<file path="config.mk">
export PLATFORM = sky130hd
export DESIGN_NAME = ulsi_line_status_int
export DESIGN_NICKNAME = d
export VERILOG_FILES = /design/src/pkg/ulsi_pkg.sv /design/src/logic/ulsi_sticky_flags.sv /design/src/logic/ulsi_line_status_int.sv
export VERILOG_INCLUDE_DIRS = /design/src /design/src/pkg
export SDC_FILE = /design/constraint.sdc
export NUM_CORES = 1
export LEC_CHECK = 0
export ABC_AREA = 1
export BUFFER_PORTS_ARGS = -buffer_cell sky130_fd_sc_hd__buf_2
export CELL_PAD_IN_SITES_DETAIL_PLACEMENT = 1
export CELL_PAD_IN_SITES_GLOBAL_PLACEMENT = 1
export CORE_MARGIN = 3
export CORE_UTILIZATION = 35
export DETAILED_ROUTE_END_ITERATION = 16
export GPL_ROUTABILITY_DRIVEN = 0
export PLACE_DENSITY = 0.95
export SLEW_MARGIN = 20
export SYNTH_ARGS = -nofsm -noshare
export SYNTH_HDL_FRONTEND = slang
export SYNTH_SLANG_ARGS = --single-unit
export TNS_END_PERCENT = 30
</file>
<file path="constraint.sdc">
create_clock -name core_clk -period 4.1 [get_ports core_clk]
set_clock_uncertainty 0.2 [all_clocks]
set_input_delay 0.41 -clock core_clk [delete_from_list [all_inputs] [get_ports core_clk]]
set_output_delay 0.41 -clock core_clk [all_outputs]
set_load 0.02 [all_outputs]
</file>
<file path="src/pkg/ulsi_regs.svh">
`ifndef ULSI_REGS_SVH
`define ULSI_REGS_SVH

// line status field positions
`define ULSI_LS_READY      0
`define ULSI_LS_OVERRUN    1
`define ULSI_LS_PARITY     2
`define ULSI_LS_FRAMING    3
`define ULSI_LS_BREAK      4
`define ULSI_LS_TX_EMPTY   5
`define ULSI_LS_TX_IDLE    6
`define ULSI_LS_DATA_ERR   7

// interrupt enable field positions
`define ULSI_IE_RX_DATA    0
`define ULSI_IE_TX_EMPTY   1
`define ULSI_IE_RX_STATUS  2
`define ULSI_IE_MODEM      3
`define ULSI_IE_SLEEP      4
`define ULSI_IE_SPECIAL    5
`define ULSI_IE_RTS        6
`define ULSI_IE_CTS        7
`define ULSI_IE_RESET      8'h00

// interrupt identification codes and fields
`define ULSI_ID_NONE       6'h01
`define ULSI_ID_RX_STATUS  6'h06
`define ULSI_ID_RX_DATA    6'h04
`define ULSI_ID_TIMEOUT    6'h0c
`define ULSI_ID_TX_EMPTY   6'h02
`define ULSI_ID_MODEM      6'h00
`define ULSI_ID_SPECIAL    6'h10
`define ULSI_ID_HANDSHAKE  6'h20
`define ULSI_ID_PENDING_N  0
`define ULSI_ID_DEPTH_BIT  5

// sticky flag indices
`define ULSI_F_OVR         0
`define ULSI_F_PAR         1
`define ULSI_F_FRM         2
`define ULSI_F_BRK         3
`define ULSI_F_DERR        4
`define ULSI_F_TXE         5
`define ULSI_F_LV5         6
`define ULSI_F_RTS         7
`define ULSI_F_CTS         8
`define ULSI_FLAG_COUNT    9

// receive timeout in character periods
`define ULSI_TIMEOUT_CHARS 3'h4

// register select and break state encodings
`define ULSI_SEL_LS        3'h1
`define ULSI_SEL_IE        3'h2
`define ULSI_SEL_ID        3'h4
`define ULSI_BRK_IDLE      2'h1
`define ULSI_BRK_WAIT      2'h2

`endif

</file>
<file path="src/pkg/ulsi_pkg.sv">
`include "ulsi_regs.svh"

package ulsi_pkg;

    // register selected by the host register port
    typedef enum logic [2:0] {
        SEL_LINE_STATUS = `ULSI_SEL_LS,
        SEL_INT_ENABLE  = `ULSI_SEL_IE,
        SEL_INT_ID      = `ULSI_SEL_ID
    } ulsi_reg_sel_type;

    // break hold-off state
    typedef enum logic [1:0] {
        BRK_IDLE = `ULSI_BRK_IDLE,
        BRK_WAIT = `ULSI_BRK_WAIT
    } ulsi_brk_type;

    // channel configuration from the mode registers
    typedef struct packed {
        logic enhanced;
        logic mode750;
        logic fifo128;
        logic nineBit;
        logic byteMode;
        logic fifoMode;
        logic inBandFlowEn;
        logic secondStopEn;
    } ulsi_cfg_type;

    // error and ninth-bit tags carried with a received item
    typedef struct packed {
        logic parity;
        logic framing;
        logic brk;
        logic ninth;
    } ulsi_rx_tag_type;

    // state of the main module, apart from the sticky flags held in ulsi_sticky_flags
    typedef struct packed {
        logic [7:0]   interrupt_enable;
        logic [7:0]   rdData;
        logic [2:0]   toCnt;
        logic         toPend;
        logic         txBelowPrev;
        ulsi_brk_type brk;
        logic         resync;
        logic         sinMeta;
        logic         sinSync;
    } ulsi_state_type;

endpackage

</file>
<file path="src/logic/ulsi_sticky_flags.sv">
`timescale 1ns/1ps

module ulsi_sticky_flags #(
    parameter int WIDTH = 1
) (
    // clock and reset
    input  wire logic             core_clk,
    input  wire logic             sys_rst,
    // per-flag set and clear
    input  wire logic [WIDTH-1:0] flagSet,
    input  wire logic [WIDTH-1:0] flagClr,
    // flag values
    output logic      [WIDTH-1:0] flagQ
);

    logic [WIDTH-1:0] flag_reg;
    logic [WIDTH-1:0] flag_next;

    // set wins over a clear in the same cycle
    always_comb begin
        flag_next = (flag_reg & ~flagClr) | flagSet;
    end

    always_ff @(posedge core_clk) begin
        if (sys_rst) begin
            flag_reg <= '0;
        end else begin
            flag_reg <= flag_next;
        end
    end

    assign flagQ = flag_reg;
endmodule

</file>
<file path="src/logic/ulsi_line_status_int.sv">
`timescale 1ns/1ps
`include "ulsi_regs.svh"
// Contract
// - line status bit 0 shows receive queue not empty.
// - overrun set when a character meets a full queue; that character dropped.
// - parity flag set when bad item reaches head, cleared by status read.
// - in nine-bit framing bit 2 shows head item's ninth bit.
// - framing flag like parity; framing error restarts receiver on bad sample.
// - break loads one zero tagged item, then waits for input high.
// - bit 5 transmit queue empty; bit 6 queue and shifter empty, idle.
// - data error bit zero in byte mode, else set on bad entry, read-cleared.
// - in nine-bit framing data error ignores the ninth bit.
// - interrupt gated by global mask and enables, not by modem control.
// - enable bits 0..3 gate data, transmit empty, receiver status, modem.
// - nine-bit framing with enable 2: address bit raises level 1.
// - enable bit 4 requests sleep.
// - nine-bit framing with enable 5: special character raises level 5.
// - enhanced non-nine-bit: enable 5 arms stop character detections.
// - non-enhanced 750 mode without nine-bit framing: enable 5 is alternate sleep request.
// - enables 6 and 7 mask handshake changes only in enhanced mode.
// - identification shows only highest pending source, level 1 highest.
// - fixed six-bit codes per source.
// - identification bit 0 reads 1 when nothing pending.
// - levels 5 and 6 only in enhanced mode.
// - identification bit 5 code in 650/950, depth in 750, else 0.
// - data available active while fill level exceeds trigger.
// - timeout after four quiet character periods with data, FIFO mode.
// - transmit empty cleared by reporting read or fill above trigger.
// - modem change active while any modem delta flag set.

module ulsi_line_status_int
    import ulsi_pkg::*;
(
    // clock and reset
    input  wire logic             core_clk,
    input  wire logic             sys_rst,
    // host register port
    input  wire logic             regRead,
    input  wire logic             regWrite,
    input  wire ulsi_reg_sel_type regSel,
    input  wire logic [7:0]       regWrData,
    output logic      [7:0]       regRdData,
    // channel configuration
    input  wire ulsi_cfg_type     cfg,
    // receiver and receive queue
    input  wire logic             rxCharDone,
    input  wire ulsi_rx_tag_type  rxTag,
    input  wire logic             rxQueueFull,
    input  wire logic             rxQueueNotEmpty,
    input  wire logic             rxRead,
    input  wire logic             headLoad,
    input  wire ulsi_rx_tag_type  headTag,
    input  wire logic             rxAboveTrigger,
    input  wire logic             rxStopCentre,
    input  wire logic             charTick,
    input  wire logic             serialIn,
    output logic                  rxQueueWrite,
    output logic                  rxResyncStart,
    // transmitter
    input  wire logic             txQueueEmpty,
    input  wire logic             txShiftEmpty,
    input  wire logic             txBelowTrigger,
    // modem and special events
    input  wire logic [3:0]       modemDelta,
    input  wire logic             specialMatch,
    input  wire logic             xoffMatch,
    input  wire logic             xoff2Match,
    input  wire logic             rtsRise,
    input  wire logic             ctsRise,
    // interrupt and power
    input  wire logic             globalIntEnable,
    output logic                  irqOut,
    output logic                  sleepRequest,
    output logic                  xoffDetectEn,
    output logic                  xoff2DetectEn,
    output logic                  specialDetectEn
);

    localparam ulsi_state_type STATE_RESET = '{
        interrupt_enable:         `ULSI_IE_RESET,
        rdData:      8'h00,
        toCnt:       3'h0,
        toPend:      1'b0,
        txBelowPrev: 1'b0,
        brk:         BRK_IDLE,
        resync:      1'b0,
        sinMeta:     1'b1,
        sinSync:     1'b1
    };

    ulsi_state_type              st_reg;
    ulsi_state_type              st_next;
    logic [`ULSI_FLAG_COUNT-1:0] flagSet;
    logic [`ULSI_FLAG_COUNT-1:0] flagClr;
    logic [`ULSI_FLAG_COUNT-1:0] flag;
    logic [7:0]                  lineStatus;
    logic [7:0]                  intId;
    logic [5:0]                  idCode;
    logic                        lsrRead;
    logic                        idRead;
    logic                        ierWrite;
    logic                        rxErrTag;
    logic                        lvl1;
    logic                        lvl2a;
    logic                        lvl2b;
    logic                        lvl3;
    logic                        lvl4;
    logic                        lvl5;
    logic                        lvl6;
    logic                        rtsEn;
    logic                        ctsEn;
    logic                        depthBit;

    // register port decode
    always_comb begin
        lsrRead  = 1'b0;
        idRead   = 1'b0;
        ierWrite = 1'b0;
        if (regSel == SEL_LINE_STATUS) begin
            lsrRead = regRead;
        end else if (regSel == SEL_INT_ID) begin
            idRead = regRead;
        end else if (regSel == SEL_INT_ENABLE) begin
            ierWrite = regWrite;
        end
    end

    // queue write drops characters on full queue and during break hold-off
    assign rxQueueWrite = rxCharDone && !rxQueueFull && (st_reg.brk != BRK_WAIT);
    assign rxErrTag     = (rxTag.parity && !cfg.nineBit) || rxTag.framing || rxTag.brk;

    // sticky flag set and clear terms
    always_comb begin
        flagSet = '0;
        flagClr = '0;
        flagSet[`ULSI_F_OVR]  = rxCharDone && rxQueueFull && (st_reg.brk != BRK_WAIT);
        flagSet[`ULSI_F_PAR]  = headLoad && headTag.parity && !cfg.nineBit;
        flagSet[`ULSI_F_FRM]  = headLoad && headTag.framing;
        flagSet[`ULSI_F_BRK]  = headLoad && headTag.brk;
        flagSet[`ULSI_F_DERR] = rxQueueWrite && rxErrTag && !cfg.byteMode;
        flagSet[`ULSI_F_TXE]  = txBelowTrigger && !st_reg.txBelowPrev;
        flagSet[`ULSI_F_LV5]  = cfg.enhanced && st_reg.interrupt_enable[`ULSI_IE_SPECIAL] &&
            ((cfg.nineBit && specialMatch) ||
             (xoffDetectEn && xoffMatch) || (xoff2DetectEn && xoff2Match));
        flagSet[`ULSI_F_RTS]  = rtsRise;
        flagSet[`ULSI_F_CTS]  = ctsRise;
        flagClr[`ULSI_F_OVR]  = lsrRead;
        flagClr[`ULSI_F_PAR]  = lsrRead;
        flagClr[`ULSI_F_FRM]  = lsrRead;
        flagClr[`ULSI_F_BRK]  = lsrRead;
        flagClr[`ULSI_F_DERR] = lsrRead;
        flagClr[`ULSI_F_TXE]  = (idRead && (idCode == `ULSI_ID_TX_EMPTY)) || !txBelowTrigger;
        flagClr[`ULSI_F_LV5]  = idRead && (idCode == `ULSI_ID_SPECIAL);
        flagClr[`ULSI_F_RTS]  = idRead && (idCode == `ULSI_ID_HANDSHAKE);
        flagClr[`ULSI_F_CTS]  = idRead && (idCode == `ULSI_ID_HANDSHAKE);
    end

    // sticky flags, set wins over clear
    ulsi_sticky_flags #(
        .WIDTH (`ULSI_FLAG_COUNT)
    ) u_flags (
        .core_clk (core_clk),
        .sys_rst  (sys_rst),
        .flagSet  (flagSet),
        .flagClr  (flagClr),
        .flagQ    (flag)
    );

    // line status view
    always_comb begin
        lineStatus = 8'h00;
        lineStatus[`ULSI_LS_READY]    = rxQueueNotEmpty;
        lineStatus[`ULSI_LS_OVERRUN]  = flag[`ULSI_F_OVR];
        lineStatus[`ULSI_LS_PARITY]   = cfg.nineBit ? headTag.ninth : flag[`ULSI_F_PAR];
        lineStatus[`ULSI_LS_FRAMING]  = flag[`ULSI_F_FRM];
        lineStatus[`ULSI_LS_BREAK]    = flag[`ULSI_F_BRK];
        lineStatus[`ULSI_LS_TX_EMPTY] = txQueueEmpty;
        lineStatus[`ULSI_LS_TX_IDLE]  = txQueueEmpty && txShiftEmpty;
        lineStatus[`ULSI_LS_DATA_ERR] = flag[`ULSI_F_DERR] && !cfg.byteMode;
    end

    // source levels after enables
    assign rtsEn = cfg.enhanced ? st_reg.interrupt_enable[`ULSI_IE_RTS] : 1'b1;
    assign ctsEn = cfg.enhanced ? st_reg.interrupt_enable[`ULSI_IE_CTS] : 1'b1;
    assign lvl1  = st_reg.interrupt_enable[`ULSI_IE_RX_STATUS] &&
        (|lineStatus[`ULSI_LS_BREAK:`ULSI_LS_OVERRUN]);
    assign lvl2a = st_reg.interrupt_enable[`ULSI_IE_RX_DATA] && rxAboveTrigger;
    assign lvl2b = st_reg.interrupt_enable[`ULSI_IE_RX_DATA] && st_reg.toPend;
    assign lvl3  = st_reg.interrupt_enable[`ULSI_IE_TX_EMPTY] && flag[`ULSI_F_TXE];
    assign lvl4  = st_reg.interrupt_enable[`ULSI_IE_MODEM] && (|modemDelta);
    assign lvl5  = cfg.enhanced && st_reg.interrupt_enable[`ULSI_IE_SPECIAL] && flag[`ULSI_F_LV5];
    assign lvl6  = cfg.enhanced &&
        ((rtsEn && flag[`ULSI_F_RTS]) || (ctsEn && flag[`ULSI_F_CTS]));

    // priority encoder, level 1 first
    always_comb begin
        if (lvl1) begin
            idCode = `ULSI_ID_RX_STATUS;
        end else if (lvl2a) begin
            idCode = `ULSI_ID_RX_DATA;
        end else if (lvl2b) begin
            idCode = `ULSI_ID_TIMEOUT;
        end else if (lvl3) begin
            idCode = `ULSI_ID_TX_EMPTY;
        end else if (lvl4) begin
            idCode = `ULSI_ID_MODEM;
        end else if (lvl5) begin
            idCode = `ULSI_ID_SPECIAL;
        end else if (lvl6) begin
            idCode = `ULSI_ID_HANDSHAKE;
        end else begin
            idCode = `ULSI_ID_NONE;
        end
    end

    // bit 5 depends on the compatibility mode
    assign depthBit = cfg.enhanced ? idCode[`ULSI_ID_DEPTH_BIT] : (cfg.mode750 && cfg.fifo128);
    assign intId    = {2'b00, depthBit, idCode[`ULSI_ID_DEPTH_BIT-1:0]};

    // interrupt output, modem control plays no part
    assign irqOut = !idCode[`ULSI_ID_PENDING_N] && globalIntEnable;

    // sleep and detector enables
    assign sleepRequest = st_reg.interrupt_enable[`ULSI_IE_SLEEP] ||
        (!cfg.enhanced && cfg.mode750 && !cfg.nineBit && st_reg.interrupt_enable[`ULSI_IE_SPECIAL]);
    assign xoffDetectEn    = cfg.enhanced && !cfg.nineBit &&
        st_reg.interrupt_enable[`ULSI_IE_SPECIAL] && cfg.inBandFlowEn;
    assign xoff2DetectEn   = cfg.enhanced && !cfg.nineBit &&
        st_reg.interrupt_enable[`ULSI_IE_SPECIAL] && cfg.secondStopEn;
    assign specialDetectEn = cfg.nineBit && st_reg.interrupt_enable[`ULSI_IE_SPECIAL];

    // next state
    always_comb begin
        st_next = st_reg;
        st_next.sinMeta     = serialIn;
        st_next.sinSync     = st_reg.sinMeta;
        st_next.txBelowPrev = txBelowTrigger;
        st_next.resync      = rxCharDone && rxTag.framing;
        if (ierWrite) begin
            st_next.interrupt_enable = regWrData;
        end
        if (regRead) begin
            if (regSel == SEL_LINE_STATUS) begin
                st_next.rdData = lineStatus;
            end else if (regSel == SEL_INT_ENABLE) begin
                st_next.rdData = st_reg.interrupt_enable;
            end else if (regSel == SEL_INT_ID) begin
                st_next.rdData = intId;
            end else begin
                st_next.rdData = 8'h00;
            end
        end
        // receive timeout counter in character periods
        if (rxQueueWrite || rxRead || rxStopCentre || !rxQueueNotEmpty) begin
            st_next.toCnt  = 3'h0;
            st_next.toPend = 1'b0;
        end else if (st_reg.toCnt == `ULSI_TIMEOUT_CHARS) begin
            st_next.toPend = cfg.fifoMode;
        end else if (charTick) begin
            st_next.toCnt = st_reg.toCnt + 3'h1;
        end
        // break hold-off until the line returns high
        case (st_reg.brk)
            BRK_IDLE: begin
                if (rxQueueWrite && rxTag.brk) begin
                    st_next.brk = BRK_WAIT;
                end
            end
            BRK_WAIT: begin
                if (st_reg.sinSync) begin
                    st_next.brk = BRK_IDLE;
                end
            end
            default: begin
                st_next.brk = BRK_IDLE;
            end
        endcase
    end

    always_ff @(posedge core_clk) begin
        if (sys_rst) begin
            st_reg <= STATE_RESET;
        end else begin
            st_reg <= st_next;
        end
    end

    assign regRdData     = st_reg.rdData;
    assign rxResyncStart = st_reg.resync;
endmodule

</file>
==> Yosys cells after proc, flatten, opt, wreduce, memory -nomap -nowiden <==
Index checks and enable logic that the tools add are counted.
{ "totals": {"reg_bits": 35, "inputBits": 53, "elab_cells": 116} }
{ "classes": {"addsub": 1, "n_eq_ne": 12, "muxes": 23, "bitwise_logic": 4, "reduce_logical": 66} }
{ "op_table": {"columns": ["op", "count"], "rows": [
  ["$mux 6", 8],
  ["$logic_and 1x1->1", 43],
  ["$mux 8", 2],
  ["$logic_or 1x1->1", 10],
  ["$mux 1", 10],
  ["$and 9x9->9", 1],
  ["$not 9->9", 1],
  ["$or 9x9->9", 1],
  ["$logic_not 1->1", 8],
  ["$reduce_or 4->1", 2],
  ["$eq 3x3->1 const B", 2],
  ["$eq 6x2->1 const B", 1],
  ["$eq 6x5->1 const B", 1],
  ["$eq 6x6->1 const B", 1],
  ["$ne 2x2->1 const B", 3],
  ["$mux 2", 2],
  ["$pmux 2 s2", 1],
  ["$reduce_and 2->1", 2],
  ["$add 3x1->3 const B", 1],
  ["$eq 3x1->1 const B", 1],
  ["$eq 3x2->1 const B", 1],
  ["$eq 2x1->1 const B", 1],
  ["$eq 2x2->1 const B", 1],
  ["$reduce_or 2->1", 1],
  ["$not 1->1", 1]
]} }

==> Longest topological paths before layout <==
{ "logic_depth": {"ltp_word": 17, "mapped_depth": 11, "depth_no_buf": 11} }

==> Hierarchy <==
A second synthesis with hierarchy kept.
{ "hier_totals": {"cells_unflattened": 283, "hier_area_um2": 1924.3} }
{ "by_module_without_submodules": {"columns": ["module", "n_inst", "cells_per_inst", "area_each_um2", "seq_area_each_um2"], "rows": [
  ["ulsi_line_status_int", 1, 237, 1552.7, 520.5],
  ["ulsi_sticky_flags", 1, 46, 371.6, 180.2]
]} }

==> Worst setup path after synthesis <==
OpenSTA, ideal clock, no wires.
{ "synth_timing": {"path_type": "input to output", "start": "in cfg[4] in the netlist's numbering", "end": "out irqOut", "t_arrival_ps": 1323, "t_required_ps": 3490, "slack_ps": 2167, "stages": 8, "path_buffers": 0, "cell_sequence": "inv_1 > nand2_1 > nand2_1 > nand2_1 > nand2_2 > nand2_2 > nor2_1 > a21boi_0"} }
{ "synth_between": {"elab_chain_len": 6} }
{ "synth_rtl": {"columns": ["element", "line_no", "text"], "rows": [
  ["start: declaration", "ulsi_line_status_int.sv:44", "input wire ulsi_cfg_type cfg,"],
  ["$mux 1", "ulsi_line_status_int.sv:174", "lineStatus[`ULSI_LS_PARITY] = cfg.nineBit ? headTag.ninth : flag[`ULSI_F_PAR];"],
  ["$reduce_or 4->1", "ulsi_line_status_int.sv:186", "(|lineStatus[`ULSI_LS_BREAK:`ULSI_LS_OVERRUN]);"],
  ["$logic_and 1x1->1", "ulsi_line_status_int.sv:185", "assign lvl1 = st_reg.interrupt_enable[`ULSI_IE_RX_STATUS] &&"],
  ["$mux 6", "ulsi_line_status_int.sv:197", "if (lvl1) begin"],
  ["$logic_not 1->1", "ulsi_line_status_int.sv:221", "assign irqOut = !idCode[`ULSI_ID_PENDING_N] && globalIntEnable;"],
  ["$logic_and 1x1->1", "ulsi_line_status_int.sv:221", null],
  ["end: declaration", "ulsi_line_status_int.sv:72", "output logic irqOut,"]
]} }
No other way between the ends.

==> Worst setup path in the final report <==
Ends and elaborated chain as after synthesis.

==> results.ini <==
[setup_path]
cp_cell_sequence=buf_2 > inv_1 > nand2_1 > nand2_1 > nand2_1 > nand2_2 > nand2_2 > nor2_1 > a21boi_0 > buf_2
r2r_setup_slack_ns=2.50
slowest_delay_ns=0.17
setup.worst_path.class=primary input to primary output
startpoint_type=primary input
cp-end-kind=primary output
critical_path_required_ns=3.49
crit_path_frequent_cell=nand2_1
cp_data_arrival_time_ns=1.51
cp_max_fo=5
crit_slowest_cell=buf_2

[sta]
relSlewSlack=0.703
min_period_ns=2.12
worst_pin_slew_ns=0.444
timing.hold.ws_ns=0.102
slew_violations=0
fmax_ghz=0.472
rsz0062_at_grt=false
setup_viol=0
post-route-period-util=0.516
setup_tns_ns=0
finalHoldViolCount=0

[floorplan]
die_width_um=77.0
die_area_um2=5930
core_area_um2=4790
rows=25
start_util=0.369
die_h_um=77.0
io_pins=68

[detailed_routing]
routedWlPerCell_um=13.5
drc=0
via_per_inst=4.76
vias=1833
drt_pass1_iterations=4
drtAntennaViolNets=0
routed_wl_um=5190
drtIter0Drc=63

[clock_network]
cts_resized=0
worstSkewPairLatency_ns=0.29
clock_path_buffers=2
ctsHoldBuffers=0
post_cts.repair.setup_buffers=0
numCtsBuffers=5
cts_tree=done
cts.sinks=35
clk_pin_slew_ns=0.07
h-tree-depth=2
root_buffer=clkbuf_8

[placed_design]
dp_hpwl_um=4240
dp.cells=379
port_buffers=66
placed_area_um2=2100

[finish]
design_area_um2=2180
nets=374
finalNonFillerCells=385
postLayoutCoreUtil=0.455
fill_cells=661
n_antenna_cell=0
largest_register_ff_count=16
drive_above_1_share=0.283
syn2layout_area_growth_pct=23.3

[grt]
grt_max_degree=21
antenna_found_initial=0
gr-total-overflow=0
grt_pass1_wl_um=8580
first_global_vias=1890
grt_util_all_layers=0.182

[yosys]
synth_area_um2=1760
synthArstFlopShare=0
synth_area_per_cell_um2=6.84
ys.flop_type=dfxtp_1
synth_edf_count=0
synthesis.instances=258
seq_area_frac_synth=0.397
ys_types=29
synth_seq_cells=35
synth.net_count=313
yosysWarnings=0

[pwr]
peakVddDrop_mv=0.211
p_leak_nw=1.06
power_density_nw_per_um2=319

[job]
cap_violations=0

[hold_path]
worstHoldPathType=primary input to flip-flop

[outcome]
status=complete, no violations

[cell type report]
| class | instances | area, µm² | share of cell area |
|---|---|---|---|
| clock buffer | 5 | 68.8 | 0.0316 |
| inverter | 34 | 129 | 0.0592 |
| timing repair buffer | 66 | 330 | 0.152 |
| sequential | 35 | 701 | 0.322 |
| multi-input combinational | 177 | 856 | 0.393 |
| clock inverter | 1 | 7.51 | 0.00345 |
| tap | 67 | 83.8 | 0.0385 |
[cells in the mapped netlist, types with 3 or more instances]
library cell	n	area share
o21ai_1	12	0.034
dfxtp_1	35	0.40
nand3_1	18	0.051
inv_1	29	0.062
nand2_1	64	0.14
buf_4	9	0.038
inv_2	4	0.0085
clkbuf_1	3	0.0064
o211ai_1	3	0.013
a21oi_1	20	0.057
nor2_1	35	0.074
[where the power goes]
part / total, mW / internal, mW / switching (mW)
registers: 0.361 / 0.353 / 0.00854
clock network: 0.236 / 0.113 / 0.123
logic: 0.0958 / 0.0392 / 0.0566
[placed cells by master, fill, tap and decap left out, drive strengths merged]
| cell | count |
|---|---|
| dfxtp | 35 |
| clkbuf | 5 |
| xor2 | 1 |
| nor3 | 5 |
| o211ai | 3 |
| nor4 | 1 |
| ha | 2 |
| or2 | 2 |
| clkinv | 1 |
| nand4 | 2 |
| nand3 | 19 |
| a21oi | 22 |
| nor2 | 35 |
| a31o | 1 |
| nand2 | 67 |
| buf | 66 |
| clkinvlp | 1 |
| o21ai | 13 |
| a21boi | 1 |
| inv | 33 |
| a41oi | 1 |
| a31oi | 2 |
[metrics by stage]
step,power (mW),setup WS [ns]
6_report,0.693,1.98
5_1_grt,0.729,1.82
4_1_cts,0.700,1.97
3_5_place_dp,0.466,1.99
3_3_place_gp,0.461,2.04
2_1_floorplan,0.422,2.17
[cells by family (layout without fill, tap and decap cells)]
| group | after synthesis | in the layout | share of synthesized area |
|---|---|---|---|
| compound gates | 43 | 43 | 0.138 |
| flops | 35 | 35 | 0.397 |
| fa+ha+maj | 2 | 2 | 0.0142 |
| simple gates | 131 | 131 | 0.328 |
| buf+inv | 46 | 106 | 0.118 |
| xor+xnor | 1 | 1 | 0.00497 |
[metal layers]
metal	up-vias	track usage	wire [µm]
li1	937	-	-
met1	848	0.207	2180
met2	44	0.333	2720
met3	4	0.0446	252
met4	0	0.0534	43
met5	-	0	0
[worst max-delay path: cells and delay by family]
kind            cells  cell delay [ns]
simple gates        6             0.57
buf+inv             3             0.41
compound gates      1             0.11
[final timing paths]
check / start / end / cells past startpoint
max: cfg[4] / irqOut / 10
min: serialIn / st_next[0]$_SDFF_PP1_ / 2
max reg2reg: u_flags.flagQ[3]$_SDFF_PP0_ / u_flags.flagQ[8]$_SDFF_PP0_ / 10
min reg2reg: st_reg[5]$_SDFF_PP0_ / u_flags.flagQ[5]$_SDFF_PP0_ / 1
(Power assumes the default switching activity.)
